**config.mk**
```make
export PLATFORM = sky130hd
export DESIGN_NAME = adc_control
export DESIGN_NICKNAME = d
export VERILOG_FILES = /design/src/adc_pkg.sv /design/src/adc_control.sv
export VERILOG_INCLUDE_DIRS = /design/src
export SDC_FILE = /design/constraint.sdc
export NUM_CORES = 1
export LEC_CHECK = 0
export CAP_MARGIN = 10
export CORE_MARGIN = 2
export CORE_UTILIZATION = 55
export DETAILED_ROUTE_END_ITERATION = 10
export DONT_BUFFER_PORTS = 1
export PLACE_DENSITY_LB_ADDON = 0.05
export SYNTH_ARGS = -nofsm -noshare
export SYNTH_HDL_FRONTEND = slang
export SYNTH_SLANG_ARGS = --single-unit
```
**constraint.sdc**
```tcl
create_clock -name clk_i -period 8.7 [get_ports clk_i]
set_input_delay 1.74 -clock clk_i [delete_from_list [all_inputs] [get_ports clk_i]]
set_output_delay 1.74 -clock clk_i [all_outputs]
set_load 0.03 [all_outputs]
```
**src/adc_consts.svh**
```systemverilog
`ifndef ADC_CONSTS_SVH
`define ADC_CONSTS_SVH

// register indexes; byte address is four times the index
`define IDX_MAIN_CONTROL      5'h00
`define IDX_ACCUM_CONTROL     5'h01
`define IDX_CLOCK_CONTROL     5'h02
`define IDX_DELAY_CONTROL     5'h03
`define IDX_WINDOW_MODE       5'h04
`define IDX_SAMPLE_LENGTH     5'h05
`define IDX_INPUT_SELECT      5'h06
`define IDX_COMMAND           5'h08
`define IDX_EVENT_CONTROL     5'h09
`define IDX_INT_ENABLE        5'h0A
`define IDX_INT_FLAGS         5'h0B
`define IDX_DEBUG_CONTROL     5'h0C
`define IDX_STAGING           5'h0D
`define IDX_RESULT_LO         5'h10
`define IDX_RESULT_HI         5'h11
`define IDX_WIN_LOW_LO        5'h12
`define IDX_WIN_LOW_HI        5'h13
`define IDX_WIN_HIGH_LO       5'h14
`define IDX_WIN_HIGH_HI       5'h15

// field positions
`define BIT_ENABLE            0
`define BIT_CONTINUOUS        1
`define BIT_RESOLUTION        2
`define BIT_DELAY_VARIATION   4
`define BIT_START             0
`define BIT_EVENT_START       0
`define BIT_RESULT_READY      0
`define BIT_WINDOW_MATCH      1
`define BIT_RUN_WHEN_HALTED   0

// reset values and timing counts
`define RESET_BYTE            8'h00
`define RESET_WORD            16'h0000
`define BASE_SAMPLE_CYCLES    6'h02
`define DELAY_WRAP_MAX        4'hF

`endif

```
**src/adc_pkg.sv**
```systemverilog
package adc_pkg;

    typedef enum logic [4:0] {
        ST_IDLE    = 5'b00001,
        ST_DELAY   = 5'b00010,
        ST_SAMPLE  = 5'b00100,
        ST_CONVERT = 5'b01000,
        ST_DONE    = 5'b10000
    } conv_state_e;

    typedef enum logic [2:0] {
        WIN_NONE    = 3'h0,
        WIN_BELOW   = 3'h1,
        WIN_ABOVE   = 3'h2,
        WIN_INSIDE  = 3'h3,
        WIN_OUTSIDE = 3'h4
    } window_mode_e;

endpackage

```
**src/adc_control.sv**
```systemverilog
// Chosen here: the Avalon-MM slave port.
`timescale 1ns/1ns
`include "adc_consts.svh"
module adc_control
(
    // clock and reset
    input  wire logic        clk_i,
    input  wire logic        nrst_i,
    // avalon-mm slave, word addressed
    input  wire logic [4:0]  avs_address_i,
    input  wire logic        avs_read_i,
    input  wire logic        avs_write_i,
    input  wire logic [31:0] avs_writedata_i,
    output logic      [31:0] avs_readdata_o,
    output logic             avs_waitrequest_o,
    // analog core, same clock
    output logic      [4:0]  input_select_o,
    output logic             sample_open_o,
    output logic             convert_start_o,
    input  wire logic        convert_done_i,
    input  wire logic [9:0]  convert_data_i,
    // event and debug pins, asynchronous
    input  wire logic        start_event_i,
    input  wire logic        debug_halt_i,
    // interrupt requests
    output logic             ready_irq_o,
    output logic             window_irq_o
);

    // ------------------------------------------------------------
    // reset and pin synchronisers
    // ------------------------------------------------------------
    logic       rst_meta_reg;
    logic       rst_n_reg;
    logic [1:0] event_sync_reg;
    logic [1:0] halt_sync_reg;
    logic       event_last_reg;

    always_ff @(posedge clk_i or negedge nrst_i)
    begin
        if (!nrst_i)
        begin
            rst_meta_reg <= 1'b0;
            rst_n_reg    <= 1'b0;
        end
        else
        begin
            rst_meta_reg <= 1'b1;
            rst_n_reg    <= rst_meta_reg;
        end
    end

    always_ff @(posedge clk_i or negedge rst_n_reg)
    begin
        if (!rst_n_reg)
        begin
            event_sync_reg <= 2'h0;
            halt_sync_reg  <= 2'h0;
            event_last_reg <= 1'b0;
        end
        else
        begin
            event_sync_reg <= {event_sync_reg[0], start_event_i};
            halt_sync_reg  <= {halt_sync_reg[0], debug_halt_i};
            event_last_reg <= event_sync_reg[1];
        end
    end

    // ------------------------------------------------------------
    // registers
    // ------------------------------------------------------------
    logic [7:0]  main_reg;
    logic [2:0]  accum_code_reg;
    logic [2:0]  prescale_reg;
    logic [7:0]  delay_ctrl_reg;
    logic [2:0]  window_mode_reg;
    logic [4:0]  sample_length_reg;
    logic [4:0]  input_select_reg;
    logic        event_start_enable_reg;
    logic [1:0]  int_enable_reg;
    logic [1:0]  flags_reg;
    logic        run_when_halted_reg;
    logic [7:0]  staging_reg;
    logic [15:0] result_reg;
    logic [15:0] win_low_reg;
    logic [15:0] win_high_reg;
    logic        busy_reg;
    logic        wait_reg;

    wire bus_req  = avs_read_i | avs_write_i;
    wire bus_take = bus_req & ~wait_reg;
    wire wr       = avs_write_i & bus_take;
    wire rd       = avs_read_i & bus_take;
    wire [7:0] wdat = avs_writedata_i[7:0];

    wire enabled  = main_reg[`BIT_ENABLE];
    wire halted   = halt_sync_reg[1] & ~run_when_halted_reg;
    wire ev_edge  = event_sync_reg[1] & ~event_last_reg;
    wire ev_start = ev_edge & event_start_enable_reg & ~halted;
    wire sw_start = wr && avs_address_i == `IDX_COMMAND && wdat[`BIT_START];
    wire auto_restart;
    wire start    = enabled & (~busy_reg | auto_restart) & (sw_start | ev_start | auto_restart);

    wire res_read = rd && avs_address_i == `IDX_RESULT_LO;
    wire flag_wr  = wr && avs_address_i == `IDX_INT_FLAGS;
    wire [1:0] flag_clr = ({2{flag_wr}} & wdat[1:0]) | {2{res_read}};

    // ------------------------------------------------------------
    // converter clock enable
    // ------------------------------------------------------------
    logic [7:0] div_reg;
    wire [7:0] div_mask = 8'(({1'b0, 8'hFF} >> (3'h7 - prescale_reg)) & 9'h0FF);
    wire tick = ((div_reg & div_mask) == div_mask) & ~halted;

    always_ff @(posedge clk_i or negedge rst_n_reg)
    begin
        if (!rst_n_reg)
            div_reg <= 8'h00;
        else if (!enabled)
            div_reg <= 8'h00;
        else
            div_reg <= div_reg + 8'h01;
    end

    // ------------------------------------------------------------
    // conversion sequencer
    // ------------------------------------------------------------
    adc_pkg::conv_state_e state_reg;
    adc_pkg::conv_state_e state_next;
    logic [5:0]  count_reg;
    logic [5:0]  samples_reg;
    logic [15:0] acc_reg;
    logic [4:0]  held_select_reg;
    logic        convert_reg;

    wire [6:0] samples_needed = 7'h01 << accum_code_reg;
    wire       last_sample    = {1'b0, samples_reg} + 7'h01 >= samples_needed;
    wire [9:0] sample_val     = main_reg[`BIT_RESOLUTION] ?
                                {2'h0, convert_data_i[9:2]} : convert_data_i;
    wire [15:0] acc_sum       = acc_reg + {6'h00, sample_val};
    wire [5:0] sample_cycles  = `BASE_SAMPLE_CYCLES + {1'b0, sample_length_reg};
    wire [5:0] delay_cycles   = {2'h0, delay_ctrl_reg[3:0]};
    wire       delay_over     = count_reg >= delay_cycles;
    wire       sample_over    = count_reg + 6'h01 >= sample_cycles;
    wire       conv_finished  = state_reg == adc_pkg::ST_DONE;
    assign auto_restart = conv_finished & main_reg[`BIT_CONTINUOUS];

    always_comb
    begin
        state_next = state_reg;
        case (state_reg)
            adc_pkg::ST_IDLE:
                if (start)
                    state_next = adc_pkg::ST_DELAY;
            adc_pkg::ST_DELAY:
                if (tick && delay_over)
                    state_next = adc_pkg::ST_SAMPLE;
            adc_pkg::ST_SAMPLE:
                if (tick && sample_over)
                    state_next = adc_pkg::ST_CONVERT;
            adc_pkg::ST_CONVERT:
                if (convert_done_i)
                    state_next = last_sample ? adc_pkg::ST_DONE : adc_pkg::ST_DELAY;
            adc_pkg::ST_DONE:
                state_next = start ? adc_pkg::ST_DELAY : adc_pkg::ST_IDLE;
            default:
                state_next = adc_pkg::ST_IDLE;
        endcase
        if (!enabled)
            state_next = adc_pkg::ST_IDLE;
    end

    always_ff @(posedge clk_i or negedge rst_n_reg)
    begin
        if (!rst_n_reg)
            state_reg <= adc_pkg::ST_IDLE;
        else if (!halted)
            state_reg <= state_next;
    end

    // the phase counter only advances on the converter tick
    always_ff @(posedge clk_i or negedge rst_n_reg)
    begin
        if (!rst_n_reg)
            count_reg <= 6'h00;
        else if (!enabled || state_next != state_reg)
            count_reg <= 6'h00;
        else if (tick && (state_reg == adc_pkg::ST_DELAY || state_reg == adc_pkg::ST_SAMPLE))
            count_reg <= count_reg + 6'h01;
    end

    always_ff @(posedge clk_i or negedge rst_n_reg)
    begin
        if (!rst_n_reg)
        begin
            samples_reg     <= 6'h00;
            acc_reg         <= `RESET_WORD;
            held_select_reg <= 5'h00;
        end
        else if (start && !halted)
        begin
            samples_reg     <= 6'h00;
            acc_reg         <= `RESET_WORD;
            held_select_reg <= input_select_reg;
        end
        else if (state_reg == adc_pkg::ST_CONVERT && convert_done_i && !halted)
        begin
            samples_reg <= samples_reg + 6'h01;
            acc_reg     <= acc_sum;
        end
    end

    // pulse the analog core once per sample
    always_ff @(posedge clk_i or negedge rst_n_reg)
    begin
        if (!rst_n_reg)
            convert_reg <= 1'b0;
        else
            convert_reg <= ~halted & tick & sample_over & (state_reg == adc_pkg::ST_SAMPLE);
    end

    // ------------------------------------------------------------
    // window comparator on the finished sum
    // ------------------------------------------------------------
    wire below = acc_reg < win_low_reg;
    wire above = acc_reg > win_high_reg;
    logic win_hit;
    always_comb
    begin
        case (window_mode_reg)
            adc_pkg::WIN_BELOW:   win_hit = below;
            adc_pkg::WIN_ABOVE:   win_hit = above;
            adc_pkg::WIN_INSIDE:  win_hit = (acc_reg > win_low_reg) & (acc_reg < win_high_reg);
            adc_pkg::WIN_OUTSIDE: win_hit = below | above;
            default:              win_hit = 1'b0;
        endcase
    end

    wire [1:0] flag_set = {conv_finished & win_hit, conv_finished};
    // ------------------------------------------------------------
    // register writes
    // ------------------------------------------------------------
    wire var_step = main_reg[`BIT_ENABLE] & delay_ctrl_reg[`BIT_DELAY_VARIATION] &
                    (state_reg == adc_pkg::ST_CONVERT) & convert_done_i & ~halted;

    always_ff @(posedge clk_i or negedge rst_n_reg)
    begin
        if (!rst_n_reg)
        begin
            main_reg               <= `RESET_BYTE;
            accum_code_reg         <= 3'h0;
            prescale_reg           <= 3'h0;
            delay_ctrl_reg         <= `RESET_BYTE;
            window_mode_reg        <= 3'h0;
            sample_length_reg      <= 5'h00;
            input_select_reg       <= 5'h00;
            event_start_enable_reg <= 1'b0;
            int_enable_reg         <= 2'h0;
            run_when_halted_reg    <= 1'b0;
            win_low_reg            <= `RESET_WORD;
            win_high_reg           <= `RESET_WORD;
        end
        else
        begin
            if (wr)
            begin
                case (avs_address_i)
                    `IDX_MAIN_CONTROL:  main_reg               <= {5'h00, wdat[2:0]};
                    `IDX_ACCUM_CONTROL: accum_code_reg         <= wdat[2:0];
                    `IDX_CLOCK_CONTROL: prescale_reg           <= wdat[2:0];
                    `IDX_DELAY_CONTROL: delay_ctrl_reg         <= {3'h0, wdat[4:0]};
                    `IDX_WINDOW_MODE:   window_mode_reg        <= wdat[2:0];
                    `IDX_SAMPLE_LENGTH: sample_length_reg      <= wdat[4:0];
                    `IDX_INPUT_SELECT:  input_select_reg       <= wdat[4:0];
                    `IDX_EVENT_CONTROL: event_start_enable_reg <= wdat[`BIT_EVENT_START];
                    `IDX_INT_ENABLE:    int_enable_reg         <= wdat[1:0];
                    `IDX_DEBUG_CONTROL: run_when_halted_reg    <= wdat[`BIT_RUN_WHEN_HALTED];
                    `IDX_WIN_LOW_LO:    win_low_reg[7:0]       <= wdat;
                    `IDX_WIN_LOW_HI:    win_low_reg            <= {wdat, staging_reg};
                    `IDX_WIN_HIGH_LO:   win_high_reg[7:0]      <= wdat;
                    `IDX_WIN_HIGH_HI:   win_high_reg           <= {wdat, staging_reg};
                    default:            ;
                endcase
            end
            // hardware step wins over a same-cycle software write
            if (var_step)
                delay_ctrl_reg[3:0] <= delay_ctrl_reg[3:0] == `DELAY_WRAP_MAX ?
                                       4'h0 : delay_ctrl_reg[3:0] + 4'h1;
        end
    end

    // staging byte: written directly, low-byte writes, and high byte on low read
    always_ff @(posedge clk_i or negedge rst_n_reg)
    begin
        if (!rst_n_reg)
            staging_reg <= `RESET_BYTE;
        else if (wr && (avs_address_i == `IDX_STAGING || avs_address_i == `IDX_WIN_LOW_LO ||
                        avs_address_i == `IDX_WIN_HIGH_LO))
            staging_reg <= wdat;
        else if (rd && avs_address_i == `IDX_RESULT_LO)
            staging_reg <= result_reg[15:8];
        else if (rd && avs_address_i == `IDX_WIN_LOW_LO)
            staging_reg <= win_low_reg[15:8];
        else if (rd && avs_address_i == `IDX_WIN_HIGH_LO)
            staging_reg <= win_high_reg[15:8];
    end

    // flags: a set in the clearing cycle wins
    always_ff @(posedge clk_i or negedge rst_n_reg)
    begin
        if (!rst_n_reg)
        begin
            flags_reg  <= 2'h0;
            result_reg <= `RESET_WORD;
            busy_reg   <= 1'b0;
        end
        else
        begin
            flags_reg <= (flags_reg & ~flag_clr) | flag_set;
            if (conv_finished)
                result_reg <= acc_reg;
            if (!enabled)
                busy_reg <= 1'b0;
            else if (start && !halted)
                busy_reg <= 1'b1;
            else if (conv_finished)
                busy_reg <= 1'b0;
        end
    end

    // ------------------------------------------------------------
    // bus answer: one wait cycle, data registered
    // ------------------------------------------------------------
    logic [7:0] rd_byte;
    always_comb
    begin
        case (avs_address_i)
            `IDX_MAIN_CONTROL:  rd_byte = main_reg;
            `IDX_ACCUM_CONTROL: rd_byte = {5'h00, accum_code_reg};
            `IDX_CLOCK_CONTROL: rd_byte = {5'h00, prescale_reg};
            `IDX_DELAY_CONTROL: rd_byte = delay_ctrl_reg;
            `IDX_WINDOW_MODE:   rd_byte = {5'h00, window_mode_reg};
            `IDX_SAMPLE_LENGTH: rd_byte = {3'h0, sample_length_reg};
            `IDX_INPUT_SELECT:  rd_byte = {3'h0, input_select_reg};
            `IDX_COMMAND:       rd_byte = {7'h00, busy_reg};
            `IDX_EVENT_CONTROL: rd_byte = {7'h00, event_start_enable_reg};
            `IDX_INT_ENABLE:    rd_byte = {6'h00, int_enable_reg};
            `IDX_INT_FLAGS:     rd_byte = {6'h00, flags_reg};
            `IDX_DEBUG_CONTROL: rd_byte = {7'h00, run_when_halted_reg};
            `IDX_STAGING:       rd_byte = staging_reg;
            `IDX_RESULT_LO:     rd_byte = result_reg[7:0];
            `IDX_RESULT_HI:     rd_byte = staging_reg;
            `IDX_WIN_LOW_LO:    rd_byte = win_low_reg[7:0];
            `IDX_WIN_LOW_HI:    rd_byte = staging_reg;
            `IDX_WIN_HIGH_LO:   rd_byte = win_high_reg[7:0];
            `IDX_WIN_HIGH_HI:   rd_byte = staging_reg;
            default:            rd_byte = 8'h00;
        endcase
    end

    logic [31:0] readdata_reg;
    always_ff @(posedge clk_i or negedge rst_n_reg)
    begin
        if (!rst_n_reg)
        begin
            wait_reg     <= 1'b1;
            readdata_reg <= 32'h0000_0000;
        end
        else
        begin
            wait_reg <= ~(bus_req & wait_reg);
            if (avs_read_i && wait_reg)
                readdata_reg <= {24'h00_0000, rd_byte};
        end
    end

    // ------------------------------------------------------------
    // outputs
    // ------------------------------------------------------------
    logic [1:0] irq_reg;
    logic       open_reg;
    always_ff @(posedge clk_i or negedge rst_n_reg)
    begin
        if (!rst_n_reg)
        begin
            irq_reg  <= 2'h0;
            open_reg <= 1'b0;
        end
        else
        begin
            irq_reg  <= flags_reg & int_enable_reg;
            // cap stays open through delay and sample phases
            open_reg <= state_next == adc_pkg::ST_DELAY || state_next == adc_pkg::ST_SAMPLE;
        end
    end

    assign avs_readdata_o    = readdata_reg;
    assign avs_waitrequest_o = wait_reg;
    assign input_select_o    = held_select_reg;
    assign sample_open_o     = open_reg;
    assign convert_start_o   = convert_reg;
    assign ready_irq_o       = irq_reg[`BIT_RESULT_READY];
    assign window_irq_o      = irq_reg[`BIT_WINDOW_MATCH];

endmodule

```
# Yosys cells after proc, flatten, opt, wreduce, memory -nomap -nowiden
# Index checks and enable logic that the tools add are counted.
# Widths: inputs -> output; s select.
word_totals:
  register_bits: 156
  output_inout_bits: 42
op_classes:
  n_reduce_logical: 45
  n_addsub: 8
  magnitude_cmp: 7
  n_mux: 31
  shifts: 2
  bitwise: 39
  n_eq_ne: 33
ops:
  columns: ["op", "count"]
  rows:
  - ["$pmux 8 s16", 1]
  - ["$mux 8", 5]
  - ["$eq 5x4->1 const B", 7]
  - ["$eq 5x5->1 const B", 7]
  - ["$gt 16x16->1", 2]
  - ["$lt 16x16->1", 2]
  - ["$mux 16", 2]
  - ["$pmux 8 s2", 2]
  - ["$mux 5", 6]
  - ["$reduce_and 2->1", 15]
  - ["$eq 5x3->1 const B", 5]
  - ["$pmux 5 s5", 1]
  - ["$mux 6", 4]
  - ["$and 1x1->1", 21]
  - ["$eq 5x2->1 const B", 4]
  - ["$add 16x10->16", 1]
  - ["$mux 4", 4]
  - ["$logic_and 1x1->1", 14]
  - ["$add 6x1->6 const B", 2]
  - ["$reduce_bool 2->1", 6]
  - ["$eq 5x1->1 const B", 2]
  - ["$mux 10", 1]
  - ["$add 8x1->8 const B", 1]
  - ["$and 8x8->8", 1]
  - ["29 further kinds", 49]

# Longest topological paths before layout
# Gate-level depths: netlist (run 1).
logic_depth:
  ltp_word: 14
  depth_mapped: 11
  depth_no_buf: 11

# Worst setup path before layout (run 1)
# OpenSTA, ideal clock, no wires.
synth_path:
  path_type: "input-to-reg"
  startpoint: "input port convert_data_i[2]"
  endpoint: "register acc_reg[12]"
  required_time_ns: 8.621
  path_slack_ns: 4.881
  arrival_ns: 3.740
  cell_stages: 11
  setup_ns: 0.079
  path_cell_list: "mux2_2 > ha_1 > inv_1 > fa_1 > nand2b_1 > a21boi_0 > o21ai_0 > a21oi_1 > a41oi_2 > or3_1 > a21oi_1"
synth_via:
  elab_chain_cells: 4
synth_lines:
  columns: ["item", "line", "source"]
  rows:
  - ["start: declaration", "adc_control.sv:21", "input wire logic [9:0] convert_data_i,"]
  - ["$mux 10", "adc_control.sv:138", "wire [9:0] sample_val = main_reg[`BIT_RESOLUTION] ?"]
  - ["$add 16x10->16", "adc_control.sv:140", "wire [15:0] acc_sum = acc_reg + {6'h00, sample_val};"]
  - ["$mux 16", "adc_control.sv:206", "else if (state_reg == adc_pkg::ST_CONVERT && convert_done_i && !halted)"]
  - ["$mux 16", "adc_control.sv:200", "else if (start && !halted)"]
  - ["end signal: assignment", "adc_control.sv:197", "acc_reg <= `RESET_WORD;"]
  - ["end signal: assignment", "adc_control.sv:203", "acc_reg <= `RESET_WORD;"]
  - ["end signal: assignment", "adc_control.sv:209", "acc_reg <= acc_sum;"]
  - ["end: declaration", "adc_control.sv:132", "logic [15:0] acc_reg;"]
# No other way between the ends. The select of a mux whose other input is x is not followed.
# A chain may end at the register's enable or synchronous reset.

# Worst setup path in the final report (run 1)
layout_path:
  startpoint: "input port convert_data_i[2]"
  endpoint: "register acc_reg[14]"
# Same word-level chain as after synthesis.

==> impl_metrics.csv, run 1 <==
group,metric,value,unit
run_status,status,"finished clean",
yosys,yosys_warnings,0,
yosys,async_flop_share,1.00,
place,hpwl,18200,um
die,ios,96,
pwr,total_power,1.91,mW
route,vias,7456,
worst_setup_path,crit_path_end_kind,"flop",
route,postRouteAntennaNets,0,
route,post_drt_wl_per_cell,20.3,um
clock_network,cts_hold_buf,0,
pwr,p_int,1.32,mW
yosys,synth.distinct_cells,70,
min_path,hp-class,"reg2async",
route,avgViaCountPerCell,6.16,
worst_setup_path,crit_path_max_fanout,5,
die,die_w,135,um
global_routing,antenna_found_initial,0,
yosys,synth_area_leaders,"dfrtp_1 41%, ha_1 8.4%, mux2_2 7.7%",
clock_network,numCtsBuffers,17,
yosys,synth_top_area_cell,"dfrtp_1",
pwr,p_per_area,187,nW/um^2
clock_network,h-tree-depth,4,
yosys,synth_edf_count,0,
die,core_area,17100,sq um
timing,rsz0062_at_grt,"false",
pwr,clockPowerShare,0.391,
yosys,synth_top_area_share,0.406,
clock_network,cts_tree,"built",
global_routing,grt_pass1_wl,39200,um
worst_setup_path,cp.required,9070,ps
global_routing,first_global_vias,7292,
run,cap_viol_max_count,0,
yosys,synth_most_common_cell,"dfrtp_1",
finish,fin_nets,1091,
pwr,p_leak,4.82,nW
timing,layout_min_cycle_time,3680,ps
timing,worst_pin_slew,1090,ps
die,dieArea,18300,sq um
clock_network,clkTransAtPathRegs,70,ps
die,start_util,0.555,
worst_setup_path,cp-start-kind,"primary input",
clock_network,clock_path_buffers,2,
timing,setup_viol,0,
global_routing,grt_overflow,0,
global_routing,grt_use_total,0.280,
route,drt-initial-drc-count,503,
yosys,syn_inst,982,
yosys,yosysSeqAreaShare,0.411,
route,first_pass_iters,6,
timing,finalCritPeriodShare,0.423,
pwr,p_comb_frac,0.139,
clock_network,root_buffer,"clkbuf_16",
pwr,p_sw,589,uW
clock_network,post_cts_resized,0,
finish,layout-drive-gt1-share,0.124,
pwr,seq_power_share,0.469,
yosys,synth_commonest_cells,"154 x dfrtp_1, 101 x nand2_1, 70 x nor2_1",
timing,hold_viol,0,
global_routing,grt_max_degree,65,
route,drc,0,
timing,fin_worst_skew,7.90,ps
place,place.gp.congestion,0.927,
route,wirelength,24600,um
timing,slew_headroom,0.267,
finish,syn_to_final_growth,7.32,%
timing,timing.fmax,271,MHz
yosys,netlist_area,9500,sq um
yosys,yosys_register_bits,156,
finish,diodes,0,
clock_network,postCtsSetupRepairBufs,0,
pwr,peakVddDrop,0.145,mV
worst_setup_path,cp.arrival,4050,ps
worst_setup_path,criticalPathCategory,"in2reg",
clock_network,cts.sinks,156,
timing,drv_slew,0,
clock_network,clock_latency,440,ps
timing,finalSetupTns,0,ps
place,portBuffers,0,
yosys,synthFlopType,"dfrtp_1",
yosys,syn_area_per_cell,9.67,sq um
pwr,swShare,0.308,
die,die_h,135,um
die,core.rowCount,48,
-- path summary, 6_finish.rpt --
path,startpoint,end,slack [ps],cells past startpoint
max,convert_data_i[2],acc_reg[14],5020,11
min,rst_n_reg,samples_reg[5],310,0
max reg2reg,samples_reg[0],count_reg[5],5520,11
min reg2reg,rst_n_reg,samples_reg[5],310,0
max in group asynchronous,rst_n_reg,result_reg[6],6540,2
min in group clk_i,halt_sync_reg[0],halt_sync_reg[1],350,0
-- power by group through the flow --
stage               clock network (mW)  logic [mW]  registers [mW]
floorplan                            0       0.223           0.877
global placement                     0       0.255           0.904
detailed placement                   0       0.264           0.907
CTS                              0.763       0.266           0.894
global route                     0.791       0.300           0.905
finish                           0.748       0.266           0.897
-- per-stage QoR --
| step | worst slack [ps] | instance area (sq um) | util | instances | hold slack [ps] |
|---|---|---|---|---|---|
| 6_report | 5020 | 10200 | 0.596 | 1210 | 305 |
| 2_1_floorplan | 4030 | 9580 | - | 1005 | 331 |
| 5_1_grt | 4760 | 10200 | 0.596 | 1210 | 360 |
| 3_5_place_dp | 4570 | 9590 | 0.560 | 1177 | 329 |
| 4_1_cts | 5020 | 10200 | 0.595 | 1209 | 335 |
| 3_3_place_gp | 4610 | 9590 | 0.560 | 1177 | 319 |
-- layout by cell type, fill, tap and decap left out, types with 8 or more instances in the layout --
master,synthesis,routed
dfrtp_1,154,153
nand2_1,101,101
nor2_1,70,70
mux2_2,65,65
ha_1,64,64
o21ai_0,53,53
inv_1,50,50
a21oi_1,47,47
nand3_1,31,31
mux2i_1,25,25
conb_1,2,25
nor3_1,24,24
xor2_1,20,20
xnor2_1,18,18
nand4_1,18,18
clkbuf_16,0,17
nor2b_1,15,15
a22oi_1,14,14
nand2b_1,13,13
a21o_1,12,12
and3_1,11,11
o22ai_1,10,10
a31oi_1,9,9
a222oi_1,8,8
-- routing by layer --
metal,vias to the layer above,global-route usage,share of wire
met5,-,0,0
met4,0,0.100,0.022
met3,41,0.0584,0.056
met2,245,0.442,0.47
met1,3693,0.385,0.46
li1,3477,-,-
-- cell type report --
| cell class | instances | area [sq um] |
|---|---|---|
| Clock buffer | 17 | 425 |
| Inverter | 50 | 188 |
| Tap cell | 225 | 282 |
| Timing Repair Buffer | 6 | 45.0 |
| Fill cell | 1484 | 6920 |
| Multi-Input combinational cell | 741 | 5170 |
| Sequential cell | 156 | 3910 |
| Clock inverter | 15 | 175 |
-- kinds of logic (layout without fill, tap and decap cells) --
group                      Yosys count  in the layout  synth area share
xor gates and xnor gates            38             38            0.0350
muxes                               90             90             0.103
and+or+nand+nor                    324            324             0.172
other                                2             25          0.000791
AOI/OAI and AO/OA                  199            199             0.137
DFF                                156            156             0.411
buffers and inverters              108             88            0.0536
adders and majority gates           65             65            0.0864
-- worst max-delay path, stage by stage --
cell and delay, ps:
mux2_2 140, ha_1 160, inv_1 60, fa_1 380, nand2b_1 180, a21boi_0 220, o21ai_0 170, a21oi_1 270
a41oi_2 230, or3_1 360, a21oi_1 140
Note: power is estimated with default switching activity, not from simulation.
==> run 2: changes to the inputs <==
==> constraint.sdc (replaced) <==
create_clock -name clk_i -period 3.73 [get_ports clk_i]
set_input_delay 0.746 -clock clk_i [delete_from_list [all_inputs] [get_ports clk_i]]
set_output_delay 0.746 -clock clk_i [all_outputs]
set_load 0.03 [all_outputs]
==> run 2 against run 1 <==
Effect of this change: via count rose by 1.2%; flip-flop and latch count unchanged; register-to-register slack worse by 5000 ps; non-clock buffer count up 5; die area unchanged; global-route usage shrank 0.34 points; sequential power increased by 130%; utilization is 0.45 points higher; critical path depth stayed put; worst setup slack worse by 4500 ps; cell count up 0.41%; critical path type is now reg2reg.
==> impl_metrics.csv, run 2 (synthesis results as in run 1) <==
group,metric,value,unit
clock_network,clock_latency,440,ps
timing,finalCritPeriodShare,0.851,
timing,setup_viol,0,
run_status,status,"finished clean",
route,drt-initial-drc-count,618,
pwr,total_power,4.55,mW
worst_setup_path,crit_path_max_fanout,6,
worst_setup_path,cp.required,4100,ps
worst_setup_path,cpPeakStageDelay,430,ps
timing,worst_pin_slew,1070,ps
global_routing,grt_overflow,0,
worst_setup_path,cp.arrival,3540,ps
route,avgViaCountPerCell,6.21,
pwr,p_leak,4.86,nW
worst_setup_path,crit_top_cell,"ha_1",
place,portBuffers,0,
global_routing,first_global_vias,7300,
worst_setup_path,path_cells,"ha_1 -> nand3_1 -> xnor2_1 -> ha_1 -> and3_1 -> a221o_1 -> a31oi_1 -> a32oi_1 -> a21o_1 -> a211o_1 -> nor2_1",
place,hpwl,17700,um
route,wirelength,24300,um
route,drc,0,
finish,fin_util,0.600,
timing,slew_headroom,0.279,
finish,syn_to_final_growth,8.13,%
worst_setup_path,critical_path.top_delay_family,"compound AO/OA/AOI/OAI gates",
worst_setup_path,cp_slowest_cell,"dfrtp_1",
timing,timing.fmax,315,MHz
die,dieArea,18300,sq um
timing,drv_slew,0,
die,die_h,135,um
clock_network,postCtsSetupRepairBufs,0,
pwr,clockPowerShare,0.404,
global_routing,grt_pass1_wl,39300,um
finish,fill_cells,1503,
timing,fin_worst_skew,12.9,ps
clock_network,cts.sinks,156,
pwr,p_sw,1.33,mW
clock_network,root_buffer,"clkbuf_16",
timing,finalSetupTns,0,ps
route,postRouteAntennaNets,0,
die,start_util,0.555,
worst_setup_path,cp_num_buf_inv,0,
die,die_w,135,um
pwr,p_int,3.22,mW
global_routing,grt_max_degree,155,
place,place.gp.congestion,0.914,
global_routing,grt_use_total,0.277,
route,first_pass_iters,5,
finish,final_common_cell,"dfrtp_1",
die,core.rowCount,48,
global_routing,antenna_found_initial,0,
finish,layout-drive-gt1-share,0.126,
run,cap_viol_max_count,0,
pwr,seq_power_share,0.458,
clock_network,cts_tree,"built",
pwr,peakVddDrop,0.358,mV
route,post_drt_wl_per_cell,20.0,um
worst_setup_path,cp-start-kind,"flop",
die,ios,96,
pwr,swShare,0.293,
clock_network,h-tree-depth,4,
timing,layout_min_cycle_time,3180,ps
pwr,p_per_area,443,nW/um^2
pwr,p_comb_frac,0.138,
clock_network,numCtsBuffers,17,
die,core_area,17100,sq um
timing,rsz0062_at_grt,"false",
timing,hold_viol,0,
route,vias,7545,
timing,setup_ws,555,ps
min_path,hp-class,"in2reg",
place,dp_slack,619,ps
clock_network,clkTransAtPathRegs,60,ps
worst_setup_path,criticalPathCategory,"reg2reg",
worst_setup_path,crit_path_end_kind,"flop",
finish,diodes,0,
clock_network,clock_path_buffers,2,
finish,fin_nets,1096,
finish,layout_common_cells,"153 x dfrtp_1, 101 x nand2_1, 70 x nor2_1",
[run 2: changes by cell type in the layout (fill, tap and decap cells not counted), sizes merged]
cell | previous run | this run
inv | 59 | 56
buf | 6 | 10
clkinvlp | 2 | 3
dlygate4sd3 | 0 | 1
bufinv | 1 | 3
clkbuf | 17 | 19
clkinv | 3 | 1
[run 2: worst paths after layout]
kind | to | from | slack (ps) | cells after the start
worst max-delay path | count_reg[3] | samples_reg[0] | 550 | 11
worst min-delay path | halt_sync_reg[0] | debug_halt_i | 340 | 0
worst max register to register | count_reg[3] | samples_reg[0] | 550 | 11
worst min register to register | halt_sync_reg[1] | halt_sync_reg[0] | 350 | 0
max in group asynchronous | count_reg[4] | rst_n_reg | 2660 | 1
min in group asynchronous | samples_reg[3] | rst_n_reg | 450 | 1
[run 2: repair_timing]
action	CTS	global route
gates resized for setup	0	0
hold endpoints to repair	2	0
hold buffers	1	0
[run 2: cell type report]
| cell class | instances | area, sq um | share of cell area |
|---|---|---|---|
| multi-input combinational | 741 | 5170 | 0.503 |
| inverter | 50 | 188 | 0.0183 |
| clock buffer | 19 | 443 | 0.0431 |
| sequential | 156 | 3910 | 0.381 |
| tap | 225 | 282 | 0.0274 |
| clock inverter | 13 | 181 | 0.0177 |
| timing repair buffer | 11 | 97.6 | 0.00950 |
[run 2: power groups by stage]
| stage | sequential [mW] | combinational (mW) | clock [mW] |
|---|---|---|---|
| floorplan | 2.04 | 0.519 | 0 |
| global placement | 2.10 | 0.600 | 0 |
| detailed placement | 2.11 | 0.625 | 0 |
| CTS | 2.08 | 0.632 | 1.87 |
| global route | 2.10 | 0.719 | 1.93 |
| finish | 2.08 | 0.630 | 1.84 |
[run 2: stage by stage]
stage	instances	cell area, sq um	hold WS (ps)
3_5_place_dp	1182	9640	339
5_1_grt	1215	10300	328
3_3_place_gp	1182	9640	332
6_report	1215	10300	344
4_1_cts	1215	10300	331
2_1_floorplan	1005	9590	331
[run 2: layer usage]
layer,wire length (um),up-vias,share of wire,track usage
li1,-,3485,-,-
met1,10900,3740,0.45,0.392
met2,11300,283,0.47,0.432
met3,1600,37,0.066,0.0520
met4,488,0,0.020,0.0880
met5,0,-,0,0
==> run 3: changes to the inputs <==
--- a/config.mk
+++ b/config.mk
@@ -11,7 +11,7 @@
 export CORE_UTILIZATION = 55
 export DETAILED_ROUTE_END_ITERATION = 10
 export DONT_BUFFER_PORTS = 1
-export PLACE_DENSITY_LB_ADDON = 0.05
+export PLACE_DENSITY = 0.7
 export SYNTH_ARGS = -nofsm -noshare
 export SYNTH_HDL_FRONTEND = slang
 export SYNTH_SLANG_ARGS = --single-unit
==> run 3 against run 2 <==
Effect of this change: cell area down 0.73%; sequential power about the same; die area unchanged; critical endpoint is now count_reg[1].
==> impl_metrics.csv, run 3 (synthesis results as in run 1) <==
group,metric,value,unit
finish,layout_common_cells,"153 x dfrtp_1, 101 x nand2_1, 70 x nor2_1",
route,avgViaCountPerCell,6.03,
timing,rsz0062_at_grt,"false",
place,hpwl,16900,um
clock_network,postCtsSetupRepairBufs,0,
place,place.gp.congestion,0.961,
pwr,clockPowerShare,0.375,
die,die_h,135,um
finish,final_common_cell,"dfrtp_1",
die,start_util,0.555,
die,dieArea,18300,sq um
global_routing,first_global_vias,6941,
global_routing,grt_pass1_wl,37400,um
pwr,seq_power_share,0.482,
clock_network,post_cts_resized,0,
timing,timing.fmax,328,MHz
route,wirelength,23100,um
clock_network,cts_tree,"built",
die,core.rowCount,48,
clock_network,clkTransAtPathRegs,60,ps
pwr,p_sw,1.29,mW
pwr,p_leak,4.83,nW
worst_setup_path,criticalPathCategory,"reg2reg",
run,cap_viol_max_count,0,
finish,fin_nets,1095,
timing,layout_min_cycle_time,3050,ps
pwr,p_int,3.04,mW
timing,setup_viol,0,
timing,fin_worst_skew,9.53,ps
route,wl_met3,1520,um
worst_setup_path,crit_path_end_kind,"flop",
finish,fin_area,10200,sq um
finish,syn_to_final_growth,7.34,%
route,drt-initial-drc-count,589,
clock_network,numCtsBuffers,17,
timing,slew_headroom,0.264,
timing,drv_slew,0,
route,wl_met2,10500,um
route,drc,0,
pwr,p_per_area,425,nW/um^2
global_routing,grt_use_total,0.264,
route,postRouteAntennaNets,0,
worst_setup_path,cp.required,4090,ps
timing,finalSetupTns,0,ps
timing,hold_viol,0,
worst_setup_path,crit_path_max_fanout,6,
place,portBuffers,0,
worst_setup_path,cp.arrival,3400,ps
pwr,p_comb_frac,0.143,
finish,diodes,0,
run_status,status,"finished clean",
route,drt-met1-wl,10500,um
die,ios,96,
clock_network,cts.sinks,156,
route,post_drt_wl_per_cell,19.0,um
clock_network,clock_path_buffers,2,
clock_network,h-tree-depth,4,
route,first_pass_iters,7,
finish,layout-drive-gt1-share,0.126,
clock_network,clock_latency,430,ps
clock_network,root_buffer,"clkbuf_16",
global_routing,grt_max_degree,67,
route,route.top_layer_used,"met4",
die,die_w,135,um
timing,worst_pin_slew,1100,ps
global_routing,antenna_found_initial,0,
route,vias,7318,
global_routing,grt_overflow,0,
pwr,swShare,0.298,
die,core_area,17100,sq um
pwr,peakVddDrop,0.333,mV
min_path,hp-class,"in2reg",
place,placed_area,9630,sq um
worst_setup_path,cp-start-kind,"flop",
timing,finalCritPeriodShare,0.817,
[run 3: changes by cell type in the layout (fill, tap and decap cells not counted), sizes merged]
cell    delta
buf        -1
bufinv     -3
clkbuf     +1
clkinv     +6
inv        -4
[run 3: worst paths after layout]
check                                 start  slack [ps]  depth (start not counted)                 to
setup / recovery             samples_reg[0]         680                         11       count_reg[1]
hold / removal                start_event_i         350                          0  event_sync_reg[0]
setup reg to reg             samples_reg[0]         680                         11       count_reg[1]
hold reg to reg            halt_sync_reg[0]         350                          0   halt_sync_reg[1]
max in group asynchronous         rst_n_reg        2410                          1    win_low_reg[13]
min in group asynchronous         rst_n_reg         440                          0     samples_reg[4]
[run 3: layer usage]
metal / GRT usage / vias up
li1: - / 3479
met4: 0.0938 / 0
met2: 0.406 / 260
met1: 0.372 / 3536
met5: 0 / -
met3: 0.0535 / 43
[run 3: layout make-up]
| type | count | area, sq um |
|---|---|---|
| fill | 1484 | 6920 |
| multi-input combinational | 741 | 5170 |
| sequential | 156 | 3910 |
| clock buffer | 20 | 467 |
| tap | 225 | 282 |
| inverter | 50 | 188 |
| clock inverter | 12 | 90.1 |
| timing repair buffer | 10 | 90.1 |
[run 3: what timing repair did]
item,4_1_cts,5_1_grt
hold buffers,0,1
setup endpoints to repair,0,0
endpoints found under the hold margin,0,2
[run 3: worst max-delay path: stages, from the launching register on]
cell and delay [ps]:
dfrtp_1 430, ha_1 300, nand3_1 120, xnor2_1 250
ha_1 270, and3_1 170, a221o_1 280, a31oi_1 270
a32oi_1 110, a21o_1 240, a211o_1 400, nor2_1 130
[run 3: per-stage QoR]
step	setup WS [ps]	power (mW)	std cells	hold WS (ps)	util
after global routing	464	4.53	1214	338	0.596
after detailed placement	622	2.72	1181	340	0.563
final	684	4.33	1214	348	0.596
after CTS	670	4.34	1213	0.144	0.595
after floorplan	905	2.56	1005	331	-
after global placement	655	2.70	1181	332	0.563
[run 3: power by group through the flow]
stage | sequential [mW] | combinational, mW | clock, mW
floorplan | 2.04 | 0.519 | 0
global placement | 2.11 | 0.594 | 0
detailed placement | 2.11 | 0.611 | 0
CTS | 2.08 | 0.619 | 1.64
global route | 2.11 | 0.703 | 1.72
finish | 2.09 | 0.620 | 1.62
